===== src/dpsl_pkg.sv =====
// shared constants and types for the debug port security lockout block
// assumes nothing beyond a systemverilog compiler
package dpsl_pkg;

    localparam int KEY_BYTES = 4;
    localparam int KEY_BITS  = KEY_BYTES * 8;
    localparam int MATCH_MIN = 28;
    localparam int CNT_W     = 6;

    localparam logic [KEY_BITS-1:0] KEY_RESET = 32'h0000_0000;
    localparam logic [KEY_BITS-1:0] NV_ERASED = 32'h0000_0000;

    typedef logic [1:0] dpsl_prot_t;
    localparam dpsl_prot_t PROT_NONE        = 2'h0;
    localparam dpsl_prot_t PROT_VERIFY_ONLY = 2'h1;
    localparam dpsl_prot_t PROT_FULL        = 2'h2;

    typedef enum logic [3:0] {
        CMD_LOAD_KEY,
        CMD_COMMIT_KEY,
        CMD_ERASE_LATCH,
        CMD_READ_LATCH,
        CMD_SET_PROT,
        CMD_FULL_ERASE,
        CMD_BLK_ERASE,
        CMD_BLK_PROGRAM,
        CMD_BLK_VERIFY,
        CMD_DEV_PROGRAM,
        CMD_DEV_VERIFY
    } dpsl_cmd_t;

    typedef enum logic {
        PORT_JTAG,
        PORT_SWD
    } dpsl_port_t;

    typedef enum logic [2:0] {
        MEM_FULL_ERASE,
        MEM_BLK_ERASE,
        MEM_BLK_PROGRAM,
        MEM_BLK_VERIFY,
        MEM_DEV_PROGRAM,
        MEM_DEV_VERIFY
    } dpsl_mem_op_t;

endpackage


===== src/dpsl_flash_guard.sv =====
// per-block flash protection levels and the permission check for block commands
// assumes levels live in flash, so reset leaves them alone
`timescale 1ns/10ps
`default_nettype none
module dpsl_flash_guard #(
    parameter int NUM_BLOCKS = 4,
    parameter int BLK_W      = 2
) (
    input  wire logic                       mclk,
    input  wire logic                       set_valid,
    input  wire logic [BLK_W-1:0]           set_block,
    input  wire dpsl_pkg::dpsl_prot_t       set_level,
    input  wire logic                       full_erase,
    input  wire logic [BLK_W-1:0]           chk_block,
    input  wire dpsl_pkg::dpsl_cmd_t        chk_cmd,
    output logic                            chk_permit,
    output logic                            any_prot
);
    import dpsl_pkg::*;

    typedef struct packed {
        logic [NUM_BLOCKS-1:0][1:0] level;
    } dpsl_guard_state_t;

    dpsl_guard_state_t state;
    dpsl_guard_state_t next_state;
    logic [NUM_BLOCKS-1:0] blk_prot;

    function automatic logic op_permitted(input dpsl_prot_t lvl, input dpsl_cmd_t cmd);
        logic ok;
        ok = 1'b0;
        if (lvl == PROT_NONE) begin
            ok = 1'b1;
        end else if (lvl == PROT_VERIFY_ONLY) begin
            ok = (cmd == CMD_BLK_VERIFY);
        end
        return ok;
    endfunction

    generate
        for (genvar b = 0; b < NUM_BLOCKS; b++) begin : g_blk
            assign blk_prot[b] = (state.level[b] != PROT_NONE);
        end
    endgenerate

    assign any_prot   = |blk_prot;
    assign chk_permit = op_permitted(state.level[chk_block], chk_cmd);

    always_comb begin
        next_state = state;
        // levels only climb; the single way down is the full erase
        if (set_valid && (set_level > state.level[set_block])) begin
            next_state.level[set_block] = set_level;
        end
        if (full_erase) begin
            next_state.level = '0;
        end
    end

    always_ff @(posedge mclk) begin
        state <= next_state;
    end

endmodule
`default_nettype wire


===== src/dpsl_latch.sv =====
// rewritable lock latch: volatile load register in front of nonvolatile cells
// assumes the caller gates writes with its own protection and port checks
`timescale 1ns/10ps
`default_nettype none
module dpsl_latch #(
    // arbitrary key value, not tied to any product
    parameter logic [31:0] KEY_PATTERN = 32'hA5C3_1E69
) (
    input  wire logic                           mclk,
    input  wire logic                           reset_n,
    input  wire logic                           load_valid,
    input  wire logic [dpsl_pkg::KEY_BITS-1:0]  load_data,
    input  wire logic                           commit_req,
    input  wire logic                           erase_req,
    input  wire logic                           write_allowed,
    output logic      [dpsl_pkg::KEY_BITS-1:0]  volatile_key,
    output logic      [dpsl_pkg::KEY_BITS-1:0]  stored_key,
    output logic                                lock_out
);
    import dpsl_pkg::*;

    typedef struct packed {
        logic [KEY_BITS-1:0] vreg;
        logic [KEY_BITS-1:0] nv;
    } dpsl_latch_state_t;

    // power-up value for simulation
    dpsl_latch_state_t state = '0;
    dpsl_latch_state_t next_state;
    logic [CNT_W-1:0]  match_cnt;

    function automatic logic [CNT_W-1:0] ones_count(input logic [KEY_BITS-1:0] v);
        logic [CNT_W-1:0] n;
        n = '0;
        for (int i = 0; i < KEY_BITS; i++) begin
            n = n + CNT_W'(v[i]);
        end
        return n;
    endfunction

    // a few failed cells must not drop the lock, so a super-majority suffices
    assign match_cnt = ones_count(~(state.nv ^ KEY_PATTERN));
    assign lock_out  = (match_cnt >= CNT_W'(MATCH_MIN));

    always_comb begin
        next_state = state;
        if (load_valid && write_allowed) begin
            next_state.vreg = load_data;
        end
        if (commit_req && write_allowed) begin
            next_state.nv = state.vreg;
        end
        // once the cells hold the key the erase request is refused; a commit can still overwrite them
        if (erase_req && write_allowed && !lock_out) begin
            next_state.nv   = NV_ERASED;
            next_state.vreg = KEY_RESET;
        end
    end

    // the cells are nonvolatile: reset clears only the load register
    always_ff @(posedge mclk) begin
        if (!reset_n) begin
            state.vreg <= KEY_RESET;
            state.nv   <= state.nv;
        end else begin
            state <= next_state;
        end
    end

    assign volatile_key = state.vreg;
    assign stored_key   = state.nv;

endmodule
`default_nettype wire


===== src/dpsl_top.sv =====
// debug port security lockout: command gate between the debug ports and memory
// assumes commands arrive decoded from the jtag or swd front end on mclk
//
// Overview of operation
// - The lock latch holds a 32-bit key as four bytes in nonvolatile cells behind a volatile load register.
// - The latch reports locked when at least 28 of its 32 cells match the key pattern.
// - While the sampled lock is set, debug and test mode entry is refused.
// - While locked, nothing can erase or rewrite the latch itself.
// - Lock engages only after load, commit to the cells, and a following reset.
// - The latch output is captured only in reset and that capture alone disables external access.
// - Writing the key is accepted only when no flash protection is set.
// - After the key is written, access stays open until the next reset.
// - The latch contents can be read over the serial wire debug port to identify a protected part.
// - When security is active, the jtag and swd port enables and the test and debug mode enables are all off.
// - A raised protection level comes down only through a full device erase.
// - Block erase, program and verify run only when that block's protection allows it.
// - Either port supports whole-device erase, programming and verification.
`timescale 1ns/10ps
`default_nettype none
module dpsl_top #(
    parameter logic [31:0] KEY_PATTERN = 32'hA5C3_1E69,
    parameter int          NUM_BLOCKS  = 4,
    parameter int          BLK_W       = 2
) (
    input  wire logic                           mclk,
    input  wire logic                           reset_n,
    input  wire logic                           cmd_valid,
    input  wire dpsl_pkg::dpsl_cmd_t            cmd_op,
    input  wire dpsl_pkg::dpsl_port_t           cmd_port,
    input  wire logic [BLK_W-1:0]               cmd_block,
    input  wire logic [dpsl_pkg::KEY_BITS-1:0]  cmd_data,
    output logic                                cmd_ready,
    output logic                                rsp_valid,
    output logic                                rsp_ok,
    output logic      [dpsl_pkg::KEY_BITS-1:0]  rsp_data,
    output logic                                mem_req_valid,
    output dpsl_pkg::dpsl_mem_op_t              mem_req_op,
    output logic      [BLK_W-1:0]               mem_req_block,
    output logic      [dpsl_pkg::KEY_BITS-1:0]  mem_req_data,
    input  wire logic                           mem_done,
    input  wire logic                           mem_ok,
    input  wire logic                           test_mode_req,
    input  wire logic                           debug_mode_req,
    output logic                                test_mode_en,
    output logic                                debug_mode_en,
    output logic                                jtag_port_en,
    output logic                                swd_port_en,
    output logic                                device_locked
);
    import dpsl_pkg::*;

    typedef enum logic [1:0] {
        ST_IDLE,
        ST_MEM,
        ST_RESP
    } dpsl_fsm_t;

    typedef struct packed {
        dpsl_fsm_t           fsm;
        logic                locked;
        logic                ok;
        logic [KEY_BITS-1:0] data;
        dpsl_mem_op_t        mem_op;
        logic [BLK_W-1:0]    mem_block;
    } dpsl_top_state_t;

    dpsl_top_state_t state;
    dpsl_top_state_t next_state;

    logic                accept;
    logic                port_ok;
    logic                key_write_ok;
    logic                latch_load;
    logic                latch_commit;
    logic                latch_erase;
    logic                latch_lock;
    logic [KEY_BITS-1:0] latch_volatile;
    logic [KEY_BITS-1:0] latch_stored;
    logic                prot_set;
    logic                prot_clear;
    logic                blk_permit;
    logic                any_prot;

    dpsl_latch #(
        .KEY_PATTERN (KEY_PATTERN)
    ) u_latch (
        .mclk          (mclk),
        .reset_n       (reset_n),
        .load_valid    (latch_load),
        .load_data     (cmd_data),
        .commit_req    (latch_commit),
        .erase_req     (latch_erase),
        .write_allowed (key_write_ok),
        .volatile_key  (latch_volatile),
        .stored_key    (latch_stored),
        .lock_out      (latch_lock)
    );

    dpsl_flash_guard #(
        .NUM_BLOCKS (NUM_BLOCKS),
        .BLK_W      (BLK_W)
    ) u_guard (
        .mclk       (mclk),
        .set_valid  (prot_set),
        .set_block  (cmd_block),
        .set_level  (dpsl_prot_t'(cmd_data[1:0])),
        .full_erase (prot_clear),
        .chk_block  (cmd_block),
        .chk_cmd    (cmd_op),
        .chk_permit (blk_permit),
        .any_prot   (any_prot)
    );

    assign cmd_ready = (state.fsm == ST_IDLE);
    assign accept    = cmd_valid && cmd_ready;

    // a locked part answers only the identifying latch read over swd
    assign port_ok = state.locked ? ((cmd_op == CMD_READ_LATCH) && (cmd_port == PORT_SWD)) : 1'b1;
    assign key_write_ok = !any_prot;

    assign latch_load   = accept && port_ok && (cmd_op == CMD_LOAD_KEY);
    assign latch_commit = accept && port_ok && (cmd_op == CMD_COMMIT_KEY);
    assign latch_erase  = accept && port_ok && (cmd_op == CMD_ERASE_LATCH);
    assign prot_set     = accept && port_ok && (cmd_op == CMD_SET_PROT);
    // levels fall only when the whole-device erase has really finished
    assign prot_clear   = (state.fsm == ST_MEM) && mem_done && mem_ok && (state.mem_op == MEM_FULL_ERASE);

    always_comb begin
        next_state = state;
        case (state.fsm)
            ST_IDLE: begin
                if (accept) begin
                    next_state.fsm       = ST_RESP;
                    next_state.ok        = 1'b0;
                    next_state.data      = KEY_RESET;
                    next_state.mem_block = cmd_block;
                    if (port_ok) begin
                        case (cmd_op)
                            CMD_LOAD_KEY,
                            CMD_COMMIT_KEY: begin
                                // the sampled lock is untouched here, so access stays open
                                next_state.ok = key_write_ok;
                            end
                            CMD_ERASE_LATCH: begin
                                next_state.ok = key_write_ok && !latch_lock;
                            end
                            CMD_READ_LATCH: begin
                                next_state.ok   = (cmd_port == PORT_SWD);
                                next_state.data = (cmd_port == PORT_SWD) ? latch_stored : KEY_RESET;
                            end
                            CMD_SET_PROT: begin
                                next_state.ok = 1'b1;
                            end
                            CMD_FULL_ERASE: begin
                                next_state.fsm    = ST_MEM;
                                next_state.mem_op = MEM_FULL_ERASE;
                            end
                            CMD_DEV_PROGRAM: begin
                                next_state.fsm    = any_prot ? ST_RESP : ST_MEM;
                                next_state.mem_op = MEM_DEV_PROGRAM;
                                next_state.data   = cmd_data;
                            end
                            CMD_DEV_VERIFY: begin
                                next_state.fsm    = ST_MEM;
                                next_state.mem_op = MEM_DEV_VERIFY;
                                next_state.data   = cmd_data;
                            end
                            CMD_BLK_ERASE: begin
                                next_state.fsm    = blk_permit ? ST_MEM : ST_RESP;
                                next_state.mem_op = MEM_BLK_ERASE;
                            end
                            CMD_BLK_PROGRAM: begin
                                next_state.fsm    = blk_permit ? ST_MEM : ST_RESP;
                                next_state.mem_op = MEM_BLK_PROGRAM;
                                next_state.data   = cmd_data;
                            end
                            CMD_BLK_VERIFY: begin
                                next_state.fsm    = blk_permit ? ST_MEM : ST_RESP;
                                next_state.mem_op = MEM_BLK_VERIFY;
                                next_state.data   = cmd_data;
                            end
                            default: begin
                                next_state.ok = 1'b0;
                            end
                        endcase
                    end
                end
            end
            ST_MEM: begin
                if (mem_done) begin
                    next_state.fsm  = ST_RESP;
                    next_state.ok   = mem_ok;
                    next_state.data = KEY_RESET;
                end
            end
            ST_RESP: begin
                next_state.fsm = ST_IDLE;
            end
            default: begin
                next_state.fsm = ST_IDLE;
            end
        endcase
    end

    // the lock flag is loaded only while reset is held; no command path reaches it
    always_ff @(posedge mclk) begin
        if (!reset_n) begin
            state.fsm       <= ST_IDLE;
            state.locked    <= latch_lock;
            state.ok        <= 1'b0;
            state.data      <= KEY_RESET;
            state.mem_op    <= MEM_FULL_ERASE;
            state.mem_block <= '0;
        end else begin
            state        <= next_state;
            state.locked <= state.locked;
        end
    end

    assign rsp_valid     = (state.fsm == ST_RESP);
    assign rsp_ok        = state.ok;
    assign rsp_data      = state.data;
    assign mem_req_valid = (state.fsm == ST_MEM);
    assign mem_req_op    = state.mem_op;
    assign mem_req_block = state.mem_block;
    assign mem_req_data  = state.data;

    // every external port enable hangs off the one flag captured at reset
    assign test_mode_en  = test_mode_req && !state.locked;
    assign debug_mode_en = debug_mode_req && !state.locked;
    assign jtag_port_en  = !state.locked;
    assign swd_port_en   = !state.locked;
    assign device_locked = state.locked;

endmodule
`default_nettype wire


===== config.mk =====
export PLATFORM = sky130hd
export DESIGN_NAME = dpsl_top
export DESIGN_NICKNAME = d
export VERILOG_FILES = /design/src/dpsl_pkg.sv /design/src/dpsl_flash_guard.sv /design/src/dpsl_latch.sv /design/src/dpsl_top.sv
export SDC_FILE = /design/constraint.sdc
export NUM_CORES = 1
export LEC_CHECK = 0
export BUFFER_PORTS_ARGS = -buffer_cell sky130_fd_sc_hd__buf_2
export CORE_UTILIZATION = 45
export CTS_CLUSTER_DIAMETER = 50
export CTS_CLUSTER_SIZE = 28
export DETAILED_ROUTE_END_ITERATION = 12
export PLACE_DENSITY = 0.67
export REMOVE_ABC_BUFFERS = 1
export SLEW_MARGIN = 40
export SYNTH_ARGS = -nofsm -noshare
export SYNTH_HDL_FRONTEND = slang
export SYNTH_HIERARCHICAL = 1
export SYNTH_SLANG_ARGS = --single-unit

===== constraint.sdc =====
create_clock -name mclk -period 16.2 [get_ports mclk]
set_clock_uncertainty 0.15 [all_clocks]
set_input_delay 4.86 -clock mclk [delete_from_list [all_inputs] [get_ports mclk]]
set_output_delay 4.86 -clock mclk [all_outputs]
set_load 0.05 [all_outputs]

# --- Word-level counts from Yosys, hierarchy flattened ---
# Index checks and enable logic that the tools add are counted.
word_totals:
  register_bits: 113
  latchBits: 0
  ram_bits: 0
  rom_bits: 0
  inputBits: 46
  output_inout_bits: 78
  wordCells: 133
  memories: 0
classes:
  addsub: 31
  n_mul: 0
  div: 0
  order_cmp: 4
  n_eq_ne: 15
  n_shift: 0
  mux: 24
  bitwise_logic: 3
  n_reduce_logical: 44
op_table:
  columns: ["cell", "count"]
  rows:
  - ["$add 6x1->6", 30]
  - ["$pmux 33 s2", 1]
  - ["$mux 32", 2]
  - ["$pmux 32 s2", 1]
  - ["$mux 38", 1]
  - ["$mux 36", 1]
  - ["$mux 33", 1]
  - ["$not 32->32", 1]
  - ["$logic_and 1x1->1", 19]
  - ["$pmux 3 s6", 1]
  - ["$eq 4x3->1 const B", 4]
  - ["$not 16->16", 1]
  - ["$mux 2", 7]
  - ["$eq 4x4->1 const B", 3]
  - ["$reduce_bool 2->1", 6]
  - ["$bwmux 8", 1]
  - ["$eq 4x2->1 const B", 2]
  - ["$reduce_or 4->1", 2]
  - ["$ge 6x5->1 const B", 1]
  - ["$pmux 2 s3", 1]
  - ["$reduce_and 2->1", 3]
  - ["$reduce_bool 6->1", 1]
  - ["$reduce_or 2->1", 3]
  - ["$bmux 2 s2", 1]
  - ["20 further kinds", 27]

# --- Logic depth before layout (Yosys ltp) ---
# Gate-level depths: netlist of the first run.
depth:
  ltp_word: 40
  depth_mapped: 22

# --- Hierarchy ---
# The synthesis of the first run kept the hierarchy.
modules_own_cells:
  columns: ["mod", "instances", "cells_per_inst", "area_per_inst_um2"]
  rows:
  - ["dpsl_latch", 1, 269, 3470.8]
  - ["dpsl_top", 1, 269, 2501.1]
  - ["dpsl_flash_guard", 1, 48, 530.5]

# --- Least setup slack after synthesis of the first run ---
# No wires, ideal clock.
synth_timing:
  path_kind: "input to output"
  startpoint: "input debug_mode_req"
  endpoint: "output debug_mode_en"
  arrival_ns: 5.567
  path_slack_ns: 5.623
  stages: 1
  path_buffers: 0
  cell_sequence: "nor2b_1"
synth_between:
  elab_chain_len: 1
synth_lines:
  columns: ["item", "line_no", "source"]
  rows:
  - ["start: declaration", "dpsl_top.sv:43", "input wire logic debug_mode_req,"]
  - ["$logic_and 1x1->1", "dpsl_top.sv:230", "assign debug_mode_en = debug_mode_req && !state.locked;"]
  - ["end: declaration", "dpsl_top.sv:45", "output logic debug_mode_en,"]
# Every way passes these cells.

# --- Worst setup path in the final report of the first run ---
layout_timing:
  startpoint: "input test_mode_req"
  endpoint: "output test_mode_en"
layout_between:
  elab_chain_len: 1
layout_lines:
  columns: ["item", "line_no", "source"]
  rows:
  - ["start: declaration", "dpsl_top.sv:42", "input wire logic test_mode_req,"]
  - ["$logic_and 1x1->1", "dpsl_top.sv:229", "assign test_mode_en = test_mode_req && !state.locked;"]
  - ["end: declaration", "dpsl_top.sv:44", "output logic test_mode_en,"]
# Every way passes these cells.

==> impl_results.md, run 1 <==
- Die area: 14900 µm²
- Pwr per Cell Area: 117 nW/µm²
- Synth Area in Compound Gates: 0.121
- RSZ-0062 raised after global routing: no
- TritonCTS Buffers: 17
- CTS clk-pin slew, worst paths: 50 ps
- Synth cell types: 55
- Share of cells above drive strength 1: 0.320
- Final Hold Fails: 0
- Hold depth: 2
- Nature of the critical path endpoint: output pin
- P_leak: 3.34 nW
- Max-cap violations: 0
- Port bufs: 123
- Fin area: 7340 µm²
- EDFF count, synth: 33
- Vias per inst: 5.29
- Count of buffer and inverter cells on the critical path: 2
- Die Ht: 122 µm
- Syn Area/Cell: 11.1 µm²
- CP Depth: 3
- Placed inst area: 6710 µm²
- Min Tclk post-route: 10310 ps
- Tot Pwr: 856 µW
- Clock Latency Late Sink: 410 ps
- WP data required: 11190 ps
- First drt pass iteration count: 4
- Detail Placement HPWL: 9.24 mm
- Synth Area in Simple Gates: 0.152
- Worst setup margin: 5890 ps
- Clock Path Buffers: 2
- DRC Markers: 0
- Worst hold slack: 307 ps
- CP delay by family, top: buffers and inverters
- Gr usage total: 0.193
- Starting density of the core: 0.465
- Worst-Margin Slew: 695 ps
- CTS Root Cell: clkbuf_16
- Multiplexer share of the synthesized area: 0.0862
- H-tree depth: 4
- Primary FF master, synth: dfxtp_1
- Initial antenna violation count: 0
- F_max: 97.0 MHz
- Die X: 122 µm
- Count of final setup violators: 0
- CTS resizes: 0
- Worst slack at placement: 5890 ps
- Layout Cells excl Fill: 827
- Most used cell, CP: buf_2
- Final slew viol count: 0
- Initial DRC Count: 215
- Crit-path max cell delay: 270 ps
- Fin nets: 714
- Tcrit/Tclk final: 0.637
- Sink Count: 113
- Max transition margin: 0.536
- M1 GR Usage: 0.247
- Largest family of logic cells by synthesized area: simple AND/OR/NAND/NOR gates
- Worst path cell trace: buf_2 > nor2b_1 > buf_2
- Final Wtd Congestion: 0.878
- M3 GR Usage: 0.0330
- Hold_buf cts: 0
- Average wire per standard cell: 16.6 µm
- Fin Setup TNS: 0 ps
- Routed vias: 4378
- Row count: 43
- Ys async rst share: 0
- Setup bufs post-CTS: 0
- Final wirelength: 13.8 mm
- CP Data Arrival Time: 5300 ps
- Post-DRT Antenna Nets: 0
- Top post-synthesis cells by area: dfxtp_1 (25%), edfxtp_1 (15%), buf_4 (8.3%)
- Most frequent cell after synthesis: dfxtp_1
- Max FO, Critical Path: 1
- Sequential area share after synthesis: 0.399
- Post-synth top cells: dfxtp_1 (80), buf_4 (72), inv_1 (55), mux2i_1 (44), nor2b_1 (40)
- IO Count: 124
- M2 GR Usage: 0.322
- Mapped Cells: 586
- CTS tree: built
- Worst ir drop on vdd: 76.4 µV
- Status: complete, no violations
- Final Util: 0.525
- Crit start category: input port
- Crit-path slowest cell: buf_2
- Worst hold path type: reg2reg
- Gr ovfl total: 0
- # placed instances: 795
- Synth Cell Area: 6500 µm²
- Post-Synth XOR/XNOR Area: 0.00404
- Vias in the first global route: 4374
- Synth top area share: 0.246
- WS Path Type: in2out
- First-pass GRT wire length: 22.2 mm
- Growth of design area from synthesis to finish: 12.9%
- Post-Synth Adder-Cell Area: 0.0931
- Gr busiest metal: met2
- Placeable Area: 14000 µm²
- Syn. warnings: 6
- Largest net degree at the start of global routing: 66
- Register bit total from synthesis: 113
- Diodes inserted: 0
- Top cell type by total area after synthesis: dfxtp_1
- Reg2reg path depth: 21
[tightest hold or removal path, stage by stage, from the launching register on]
cell     delay (ps)
dfxtp_1         300
nand2_1          50
a21oi_1          60
[routing by layer]
layer / vias up / wire (µm)
met5: - / 0
met1: 2138 / 6270
met4: 0 / 272
li1: 2091 / -
met3: 26 / 474
met2: 123 / 6750
[sequential cells by signal, indices dropped and copies added, names as in the netlist]
name                  cells
u_latch/stored_key       32
u_guard/state             8
mem_req_data             32
device_locked             1
mem_req_op                3
u_latch/volatile_key     32
mem_req_block             2
state                     2
rsp_ok                    1
[worst paths after layout]
| kind | from | end | slack (ps) |
|---|---|---|---|
| hold reg to reg | mem_req_block[1] | mem_req_block[1] | 310 |
| setup reg to reg | u_latch/stored_key[19] | u_latch/stored_key[19] | 9680 |
| hold / removal | mem_req_block[1] | mem_req_block[1] | 310 |
| setup / recovery | test_mode_req | test_mode_en | 5890 |
[cells in the final DEF, fill, tap and decap left out, types with 2 or more instances in the layout]
cell type	n
nor3b_2	31
nor2_2	2
buf_4	5
inv_1	55
and2_1	2
xor2_1	2
nor2_1	8
o2111ai_1	2
fa_1	24
or2_2	2
nand2_1	13
a31oi_1	2
dfxtp_1	80
clkbuf_8	3
o2111a_1	2
nor4_1	5
mux4_1	2
mux4_2	2
o21ai_0	6
edfxtp_1	33
a21oi_1	8
inv_4	2
clkbuf_16	20
buf_2	123
a32oi_1	32
clkinvlp_4	3
nor3b_1	2
buf_6	3
nand2b_1	15
ha_1	10
o2bb2ai_1	32
a211o_1	2
nor2b_1	40
mux2i_1	44
[layout make-up]
| class | count | area [µm²] |
|---|---|---|
| fillers | 1234 | 6650 |
| well taps | 180 | 225 |
| clock inverters | 9 | 87.6 |
| clock buffers | 23 | 542 |
| flip-flops and latches | 113 | 2590 |
| multi-input cells | 315 | 3000 |
| repair buffers | 131 | 687 |
| inverters | 56 | 210 |
[power by group]
group	switching (mW)	internal [mW]
Combinational	0.111	0.0506
Clock	0.137	0.251
Sequential	0.00778	0.298
[cell families (layout without fill, tap and decap cells)]
logic type / Yosys count / count (layout)
compound gates: 96 / 96
xor+xnor: 3 / 3
fa+ha+maj: 34 / 34
buf+inv: 158 / 219
flops: 113 / 113
mux: 49 / 49
simple gates: 133 / 133
(Power assumes the default switching activity.)
==> run 2: changes to the inputs <==
--- a/config.mk
+++ b/config.mk
@@ -5,6 +5,7 @@
 export SDC_FILE = /design/constraint.sdc
 export NUM_CORES = 1
 export LEC_CHECK = 0
+export ABC_AREA = 1
 export BUFFER_PORTS_ARGS = -buffer_cell sky130_fd_sc_hd__buf_2
 export CORE_UTILIZATION = 45
 export CTS_CLUSTER_DIAMETER = 50
==> constraint.sdc (replaced) <==
create_clock -name mclk -period 10 [get_ports mclk]
set_clock_uncertainty 0.15 [all_clocks]
set_input_delay 3 -clock mclk [delete_from_list [all_inputs] [get_ports mclk]]
set_output_delay 3 -clock mclk [all_outputs]
set_load 0.05 [all_outputs]
==> impl_results.md, run 2 <==
- EDFF count, synth: 33 (unchanged)
- CP startpoint: test_mode_req (unchanged)
- Layout Cells excl Fill: 1117 (was 827)
- Hold_buf cts: 0 (unchanged)
- Placeable Area: 14800 µm² (was 14000 µm²)
- Fillers: 1397 (was 1234)
- Syn. warnings: 6 (unchanged)
- Switch Pwr: 292 µW (was 256 µW)
- Port bufs: 123 (unchanged)
- First-pass GRT wire length: 23.9 mm (was 22.2 mm)
- DRC Markers: 0 (unchanged)
- CTS tree: built (unchanged)
- Reg2reg path depth: 25 (was 21)
- Die X: 126 µm (was 122 µm)
- First drt pass iteration count: 5 (was 4)
- Final wirelength: 13.9 mm (was 13.8 mm)
- Register Area: 2590 µm² (unchanged)
- Starting density of the core: 0.467 (was 0.465)
- TritonCTS Buffers: 17 (unchanged)
- Syn Area/Cell: 7.93 µm² (was 11.1 µm²)
- Final Hold Fails: 0 (unchanged)
- Gr usage total: 0.192 (was 0.193)
- Clock Path Buffers: 2 (unchanged)
- Synth Cell Area: 6890 µm² (was 6500 µm²)
- Post-DRT Antenna Nets: 0 (unchanged)
- Detail Placement HPWL: 9.83 mm (was 9.24 mm)
- CP Data Arrival Time: 3460 ps (was 5300 ps)
- Average wire per standard cell: 12.4 µm (was 16.6 µm)
- Nature of the critical path endpoint: output pin (unchanged)
- Share of cells above drive strength 1: 0.281 (was 0.320)
- Max transition margin: 0.521 (was 0.536)
- # placed instances: 1085 (was 795)
- H-tree depth: 4 (unchanged)
- Reg power frac: 0.396 (was 0.357)
- HP Start: mem_req_op[0] (was mem_req_block[1])
- CTS Root Cell: clkbuf_16 (unchanged)
- Routed vias: 5113 (was 4378)
- Min Tclk post-route: 6610 ps
- Diodes inserted: 0 (unchanged)
- Initial DRC Count: 286 (was 215)
- Sequential area share after synthesis: 0.376 (was 0.399)
- WP data required: 6850 ps (was 11190 ps)
- CTS resizes: 0 (unchanged)
- M3 GR Usage: 0.0442 (was 0.0330)
- Ys async rst share: 0 (unchanged)
- Status: complete, no violations (unchanged)
- Synth top area share: 0.232 (was 0.246)
- Post-synth top cells: nand2_1 (256), inv_1 (155), dfxtp_1 (80), buf_4 (78), nor2_1 (36) (was dfxtp_1 (80), buf_4 (72), inv_1 (55), mux2i_1 (44), nor2b_1 (40))
- Largest net degree at the start of global routing: 35 (was 66)
- Vias in the first global route: 4962 (was 4374)
- Setup bufs post-CTS: 0 (unchanged)
- Most common cell after layout, fill and taps aside: nand2_1 (was buf_2)
- Die area: 15800 µm² (was 14900 µm²)
- Worst hold path type: reg2reg (unchanged)
- Initial antenna violation count: 0 (unchanged)
- Clock share of power: 0.516 (was 0.454)
- Primary FF master, synth: dfxtp_1 (unchanged)
- Fin Setup TNS: 0 ps (unchanged)
- FF-to-FF Start: u_latch/stored_key[19] (unchanged)
- Tcrit/Tclk final: 0.661
- Final Wtd Congestion: 0.896 (was 0.878)
- Growth of design area from synthesis to finish: 12.1% (was 12.9%)
- Internal power: 933 µW (was 600 µW)
- Gr ovfl total: 0 (unchanged)
- RSZ-0062 raised after global routing: no (unchanged)
- Most frequent cell after synthesis: nand2_1 (was dfxtp_1)
- Commonest non-fill, non-tap cells in the layout: nand2_1 (256), inv_1 (154), buf_2 (123), dfxtp_1 (80), nor2_1 (36) (was buf_2 (123), dfxtp_1 (80), inv_1 (55), mux2i_1 (44), nor2b_1 (40))
- Final slew viol count: 0 (unchanged)
- Vias per inst: 4.58 (was 5.29)
- Gr busiest metal: met2 (unchanged)
- Clock Latency Late Sink: 410 ps (about the same)
- CTS clk-pin slew, worst paths: 50 ps (about the same)
- Sink Count: 113 (unchanged)
- Synth cell types: 40 (was 55)
- Worst ir drop on vdd: 108 µV (was 76.4 µV)
- M2 GR Usage: 0.309 (was 0.322)
- Switching portion of total power: 0.238 (was 0.299)
- Worst-Margin Slew: 717 ps (was 695 ps)
- Pwr per Cell Area: 158 nW/µm² (was 117 nW/µm²)
- Crit start category: input port (unchanged)
- Multi-input gate area: 2990 µm² (was 3000 µm²)
- Fin area: 7730 µm² (was 7340 µm²)
- P_leak: 4.02 nW (was 3.34 nW)
- Worst hold slack: 323 ps (was 307 ps)
- Die Ht: 126 µm (was 122 µm)
- Hold depth: 2 (unchanged)
- F_max: 151 MHz
- Count of final setup violators: 0 (unchanged)
- Placed inst area: 7100 µm² (was 6710 µm²)
- Max FO, Critical Path: 1 (unchanged)
- WS Path Type: in2out (unchanged)
- R2R setup slack: 3980 ps (was 9680 ps)
- Mapped Cells: 869 (was 586)
- Logic gate share of total power: 0.089 (was 0.189)
- M1 GR Usage: 0.248 (was 0.247)
- Fin nets: 1000 (was 714)
- Max-cap violations: 0 (unchanged)
- Final Util: 0.524 (was 0.525)
- IO Count: 124 (unchanged)
- Register bit total from synthesis: 113 (unchanged)
- Top post-synthesis cells by area: dfxtp_1 (23%), edfxtp_1 (14%), nand2_1 (14%) (was dfxtp_1 (25%), edfxtp_1 (15%), buf_4 (8.3%))
- Top cell type by total area after synthesis: dfxtp_1 (unchanged)
- Row count: 44 (was 43)
==> run 2: layer usage <==
metal / share of wire / vias up
li1: - / 2662
met1: 0.49 / 2304
met2: 0.46 / 127
met3: 0.039 / 20
met4: 0.018 / 0
met5: 0 / -
==> run 2: final timing paths <==
| check | endpoint |
|---|---|
| max | test_mode_en |
| min | mem_req_op[0] |
| max reg2reg | u_latch/stored_key[9] |
| min reg2reg | mem_req_op[0] |
==> run 2: worst max-delay path: stages <==
cell    delay, ps
buf_2          70
inv_1          30
nor2_1         80
buf_2         270
==> run 2: kinds of logic (layout without fill, tap and decap cells) <==
| family | after synthesis | after routing | share of synthesized area |
|---|---|---|---|
| flip-flops | 113 | 113 | 0.376 |
| adder cells (fa/ha/maj) | 34 | 34 | 0.0879 |
| buffers and inverters | 257 | 321 | 0.191 |
| multiplexers | 32 | 32 | 0.0523 |
| AND/OR/NAND/NOR | 370 | 370 | 0.235 |
| AO/OA/AOI/OAI | 63 | 63 | 0.0568 |
==> run 2: layout make-up <==
type | instances | area share
clock buffers | 24 | 0.0651
flip-flops and latches | 113 | 0.335
inverters | 161 | 0.0784
multi-input cells | 499 | 0.387
clock inverters | 8 | 0.0160
repair buffers | 128 | 0.0881
well taps | 184 | 0.0298
==> run 2: power groups by stage <==
stage / Clock [mW] / Combinational (mW) / Sequential (mW)
floorplan: 0 / 0.0561 / 0.508
global placement: 0 / 0.108 / 0.493
detailed placement: 0 / 0.109 / 0.494
CTS: 0.647 / 0.109 / 0.484
finish: 0.631 / 0.109 / 0.484
global route: 0.669 / 0.121 / 0.485
==> run 2: stage by stage <==
step | total power, mW | setup slack [ps]
finish | 1.22 | 3390
global route | 1.28 | 3350
floorplan | 0.564 | 3050
detailed placement | 0.602 | 3400
CTS | 1.24 | 3400
global placement | 0.602 | 3420
==> run 3: changes to the inputs <==
--- a/config.mk
+++ b/config.mk
@@ -5,7 +5,7 @@
 export SDC_FILE = /design/constraint.sdc
 export NUM_CORES = 1
 export LEC_CHECK = 0
-export ABC_AREA = 1
+export ABC_AREA = 0
 export BUFFER_PORTS_ARGS = -buffer_cell sky130_fd_sc_hd__buf_2
 export CORE_UTILIZATION = 45
 export CTS_CLUSTER_DIAMETER = 50
==> constraint.sdc (replaced) <==
create_clock -name mclk -period 6.2 [get_ports mclk]
set_clock_uncertainty 0.15 [all_clocks]
set_input_delay 1.86 -clock mclk [delete_from_list [all_inputs] [get_ports mclk]]
set_output_delay 1.86 -clock mclk [all_outputs]
set_load 0.05 [all_outputs]
==> impl_results.md, run 3 (synthesized netlist as in run 1, its figures left out) <==
- H-tree depth: 4 (unchanged)
- First drt pass iteration count: 4 (was 5)
- Max FO, Critical Path: 23 (was 1)
- Gr ovfl total: 0 (unchanged)
- Final Wtd Congestion: 0.837 (was 0.896)
- CP Data Arrival Time: 5810 ps (was 3460 ps)
- Starting density of the core: 0.465 (was 0.467)
- Routed vias: 4374 (was 5113)
- Crit-path slowest cell: fa_1 (was buf_2)
- Post-DRT Antenna Nets: 0 (unchanged)
- CTS resizes: 0 (unchanged)
- Detail Placement HPWL: 9.13 mm (was 9.83 mm)
- DRC Markers: 0 (unchanged)
- Die Ht: 122 µm (was 126 µm)
- CTS tree: built (unchanged)
- Worst-Margin Slew: 767 ps (was 717 ps)
- Initial antenna violation count: 0 (unchanged)
- Fin area: 7320 µm² (was 7730 µm²)
- Placed inst area: 6720 µm² (was 7100 µm²)
- Worst path cell trace: inv_1 > fa_1 > inv_1 > fa_1 > inv_1 > fa_1 > inv_1 > fa_1 > fa_1 > inv_1 > fa_1 > inv_1 > fa_1 > inv_1 > fa_1 > xnor2_1 > nor2_1 > a221oi_4 > o21a_1 > buf_4 (was buf_2 > inv_1 > nor2_1 > buf_2)
- Vias per inst: 5.29 (was 4.58)
- Worst ir drop on vdd: 186 µV (was 108 µV)
- Count of final setup violators: 0 (unchanged)
- Count of buffer and inverter cells on the critical path: 8 (was 3)
- Hold_buf cts: 0 (unchanged)
- Final slew viol count: 0 (unchanged)
- Die X: 122 µm (was 126 µm)
- IO Count: 124 (unchanged)
- Max transition margin: 0.488 (was 0.521)
- Pwr per Cell Area: 302 nW/µm² (was 158 nW/µm²)
- Fin nets: 714 (was 1000)
- Reg power frac: 0.362 (was 0.396)
- Switch Pwr: 635 µW (was 292 µW)
- Clock Latency Late Sink: 410 ps (about the same)
- F_max: 170 MHz
- Commonest non-fill, non-tap cells in the layout: buf_2 (123), dfxtp_1 (80), inv_1 (55), mux2i_1 (44), nor2b_1 (40) (was nand2_1 (256), inv_1 (154), buf_2 (123), dfxtp_1 (80), nor2_1 (36))
- Vias in the first global route: 4427 (was 4962)
- Clock Path Buffers: 2 (unchanged)
- P_leak: 3.33 nW (was 4.02 nW)
- Initial DRC Count: 268 (was 286)
- Fin Setup TNS: 0 ps (unchanged)
- Final wirelength: 13.7 mm (was 13.9 mm)
- First-pass GRT wire length: 21.9 mm (was 23.9 mm)
- Final Hold Fails: 0 (unchanged)
- RSZ-0062 raised after global routing: no (unchanged)
- Port bufs: 123 (unchanged)
- Internal power: 1.57 mW (was 933 µW)
- Most common cell after layout, fill and taps aside: buf_2 (was nand2_1)
- Setup bufs post-CTS: 0 (unchanged)
- Crit start category: flip-flop (was input port)
- Layout Cells excl Fill: 827 (was 1117)
- Sink Count: 113 (unchanged)
- Share of cells above drive strength 1: 0.312 (was 0.281)
- Largest net degree at the start of global routing: 65 (was 35)
- Nature of the critical path endpoint: flip-flop (was output pin)
- Row count: 43 (was 44)
- Die area: 14900 µm² (was 15800 µm²)
- Diodes inserted: 0 (unchanged)
- Growth of design area from synthesis to finish: 12.5% (was 12.1%)
- Max-cap violations: 0 (unchanged)
- WS Path Type: reg2reg (was in2out)
- Tcrit/Tclk final: 0.948
- TritonCTS Buffers: 17 (unchanged)
- Worst hold slack: 309 ps (was 323 ps)
- # placed instances: 795 (was 1085)
- CTS Root Cell: clkbuf_16 (unchanged)
- Average wire per standard cell: 16.6 µm (was 12.4 µm)
- CTS clk-pin slew, worst paths: 50 ps (about the same)
- WP data required: 6130 ps (was 6850 ps)
- Tot Pwr: 2.21 mW (was 1.22 mW)
- Status: complete, no violations (unchanged)
- Switching portion of total power: 0.288 (was 0.238)
- Placeable Area: 14000 µm² (was 14800 µm²)
- Crit-path max cell delay: 540 ps (was 270 ps)
- CP delay by family, top: adder cells (was buffers and inverters)
- Gr usage total: 0.194 (was 0.192)
- Min Tclk post-route: 5880 ps
- Logic gate share of total power: 0.189 (was 0.089)
- Most used cell, CP: fa_1 (was buf_2)
- Worst hold path type: reg2reg (unchanged)
- Clock share of power: 0.449 (was 0.516)
==> run 3: cell count changes in the layout (fill, tap and decap cells not counted), moves of 10 or more <==
cell / before / now
nor2_2: 33 / 2
mux2_2: 32 / 0
nand2_2: 12 / 1
nand2b_1: 0 / 15
o2bb2ai_1: 0 / 32
nor2_1: 36 / 8
nor2b_1: 0 / 40
inv_1: 154 / 55
nor3b_2: 0 / 31
a21oi_2: 11 / 1
mux2i_1: 0 / 44
a21oi_1: 34 / 8
a32oi_1: 0 / 32
nand2_1: 256 / 13
==> run 3: metrics by stage <==
stage                     setup WS [ps]  utilization
after floorplan                   -2550            -
after detailed placement            300        0.480
after global placement              418        0.479
final                               323        0.523
after global routing               58.6        0.523
after CTS                           275        0.523
==> run 3: worst paths after layout <==
| check | cells after the start | slack, ps | start | endpoint |
|---|---|---|---|---|
| hold / removal | 2 | 310 | mem_req_block[0] | mem_req_block[0] |
| hold reg to reg | 2 | 310 | mem_req_block[0] | mem_req_block[0] |
| setup / recovery | 20 | 320 | u_latch/stored_key[19] | u_latch/stored_key[6] |
| setup reg to reg | 20 | 320 | u_latch/stored_key[19] | u_latch/stored_key[6] |
==> run 3: worst register-to-register path: stages (launching register included) <==
cell and delay (ps):
edfxtp_1 360, inv_1 70, fa_1 530, inv_1 60
fa_1 490, inv_1 50, fa_1 540, inv_1 50
fa_1 470, fa_1 510, inv_1 50, fa_1 420
inv_1 70, fa_1 180, inv_1 60, fa_1 390
xnor2_1 180, nor2_1 100, a221oi_4 320, o21a_1 180
buf_4 320
==> run 3: power groups by stage <==
stage	registers [mW]	logic [mW]	clock network, mW
global placement	0.813	0.404	0
floorplan	0.847	0.251	0
detailed placement	0.814	0.414	0
global route	0.802	0.456	1.04
finish	0.799	0.417	0.990
CTS	0.799	0.418	1.01
==> run 3: layout make-up <==
type | count | area (µm²)
clock buffers | 18 | 429
clock inverters | 14 | 170
fillers | 1235 | 6670
inverters | 56 | 210
multi-input cells | 315 | 3000
flip-flops and latches | 113 | 2590
well taps | 180 | 225
repair buffers | 131 | 692
==> run 3: per-layer routing <==
metal  global-route usage  up-vias  wire [µm]
met3               0.0409       23        569
met2                0.321      116       6860
li1                     -     2098          -
met5                    0        -          0
met4               0.0907        0        271
met1                0.242     2137       5990
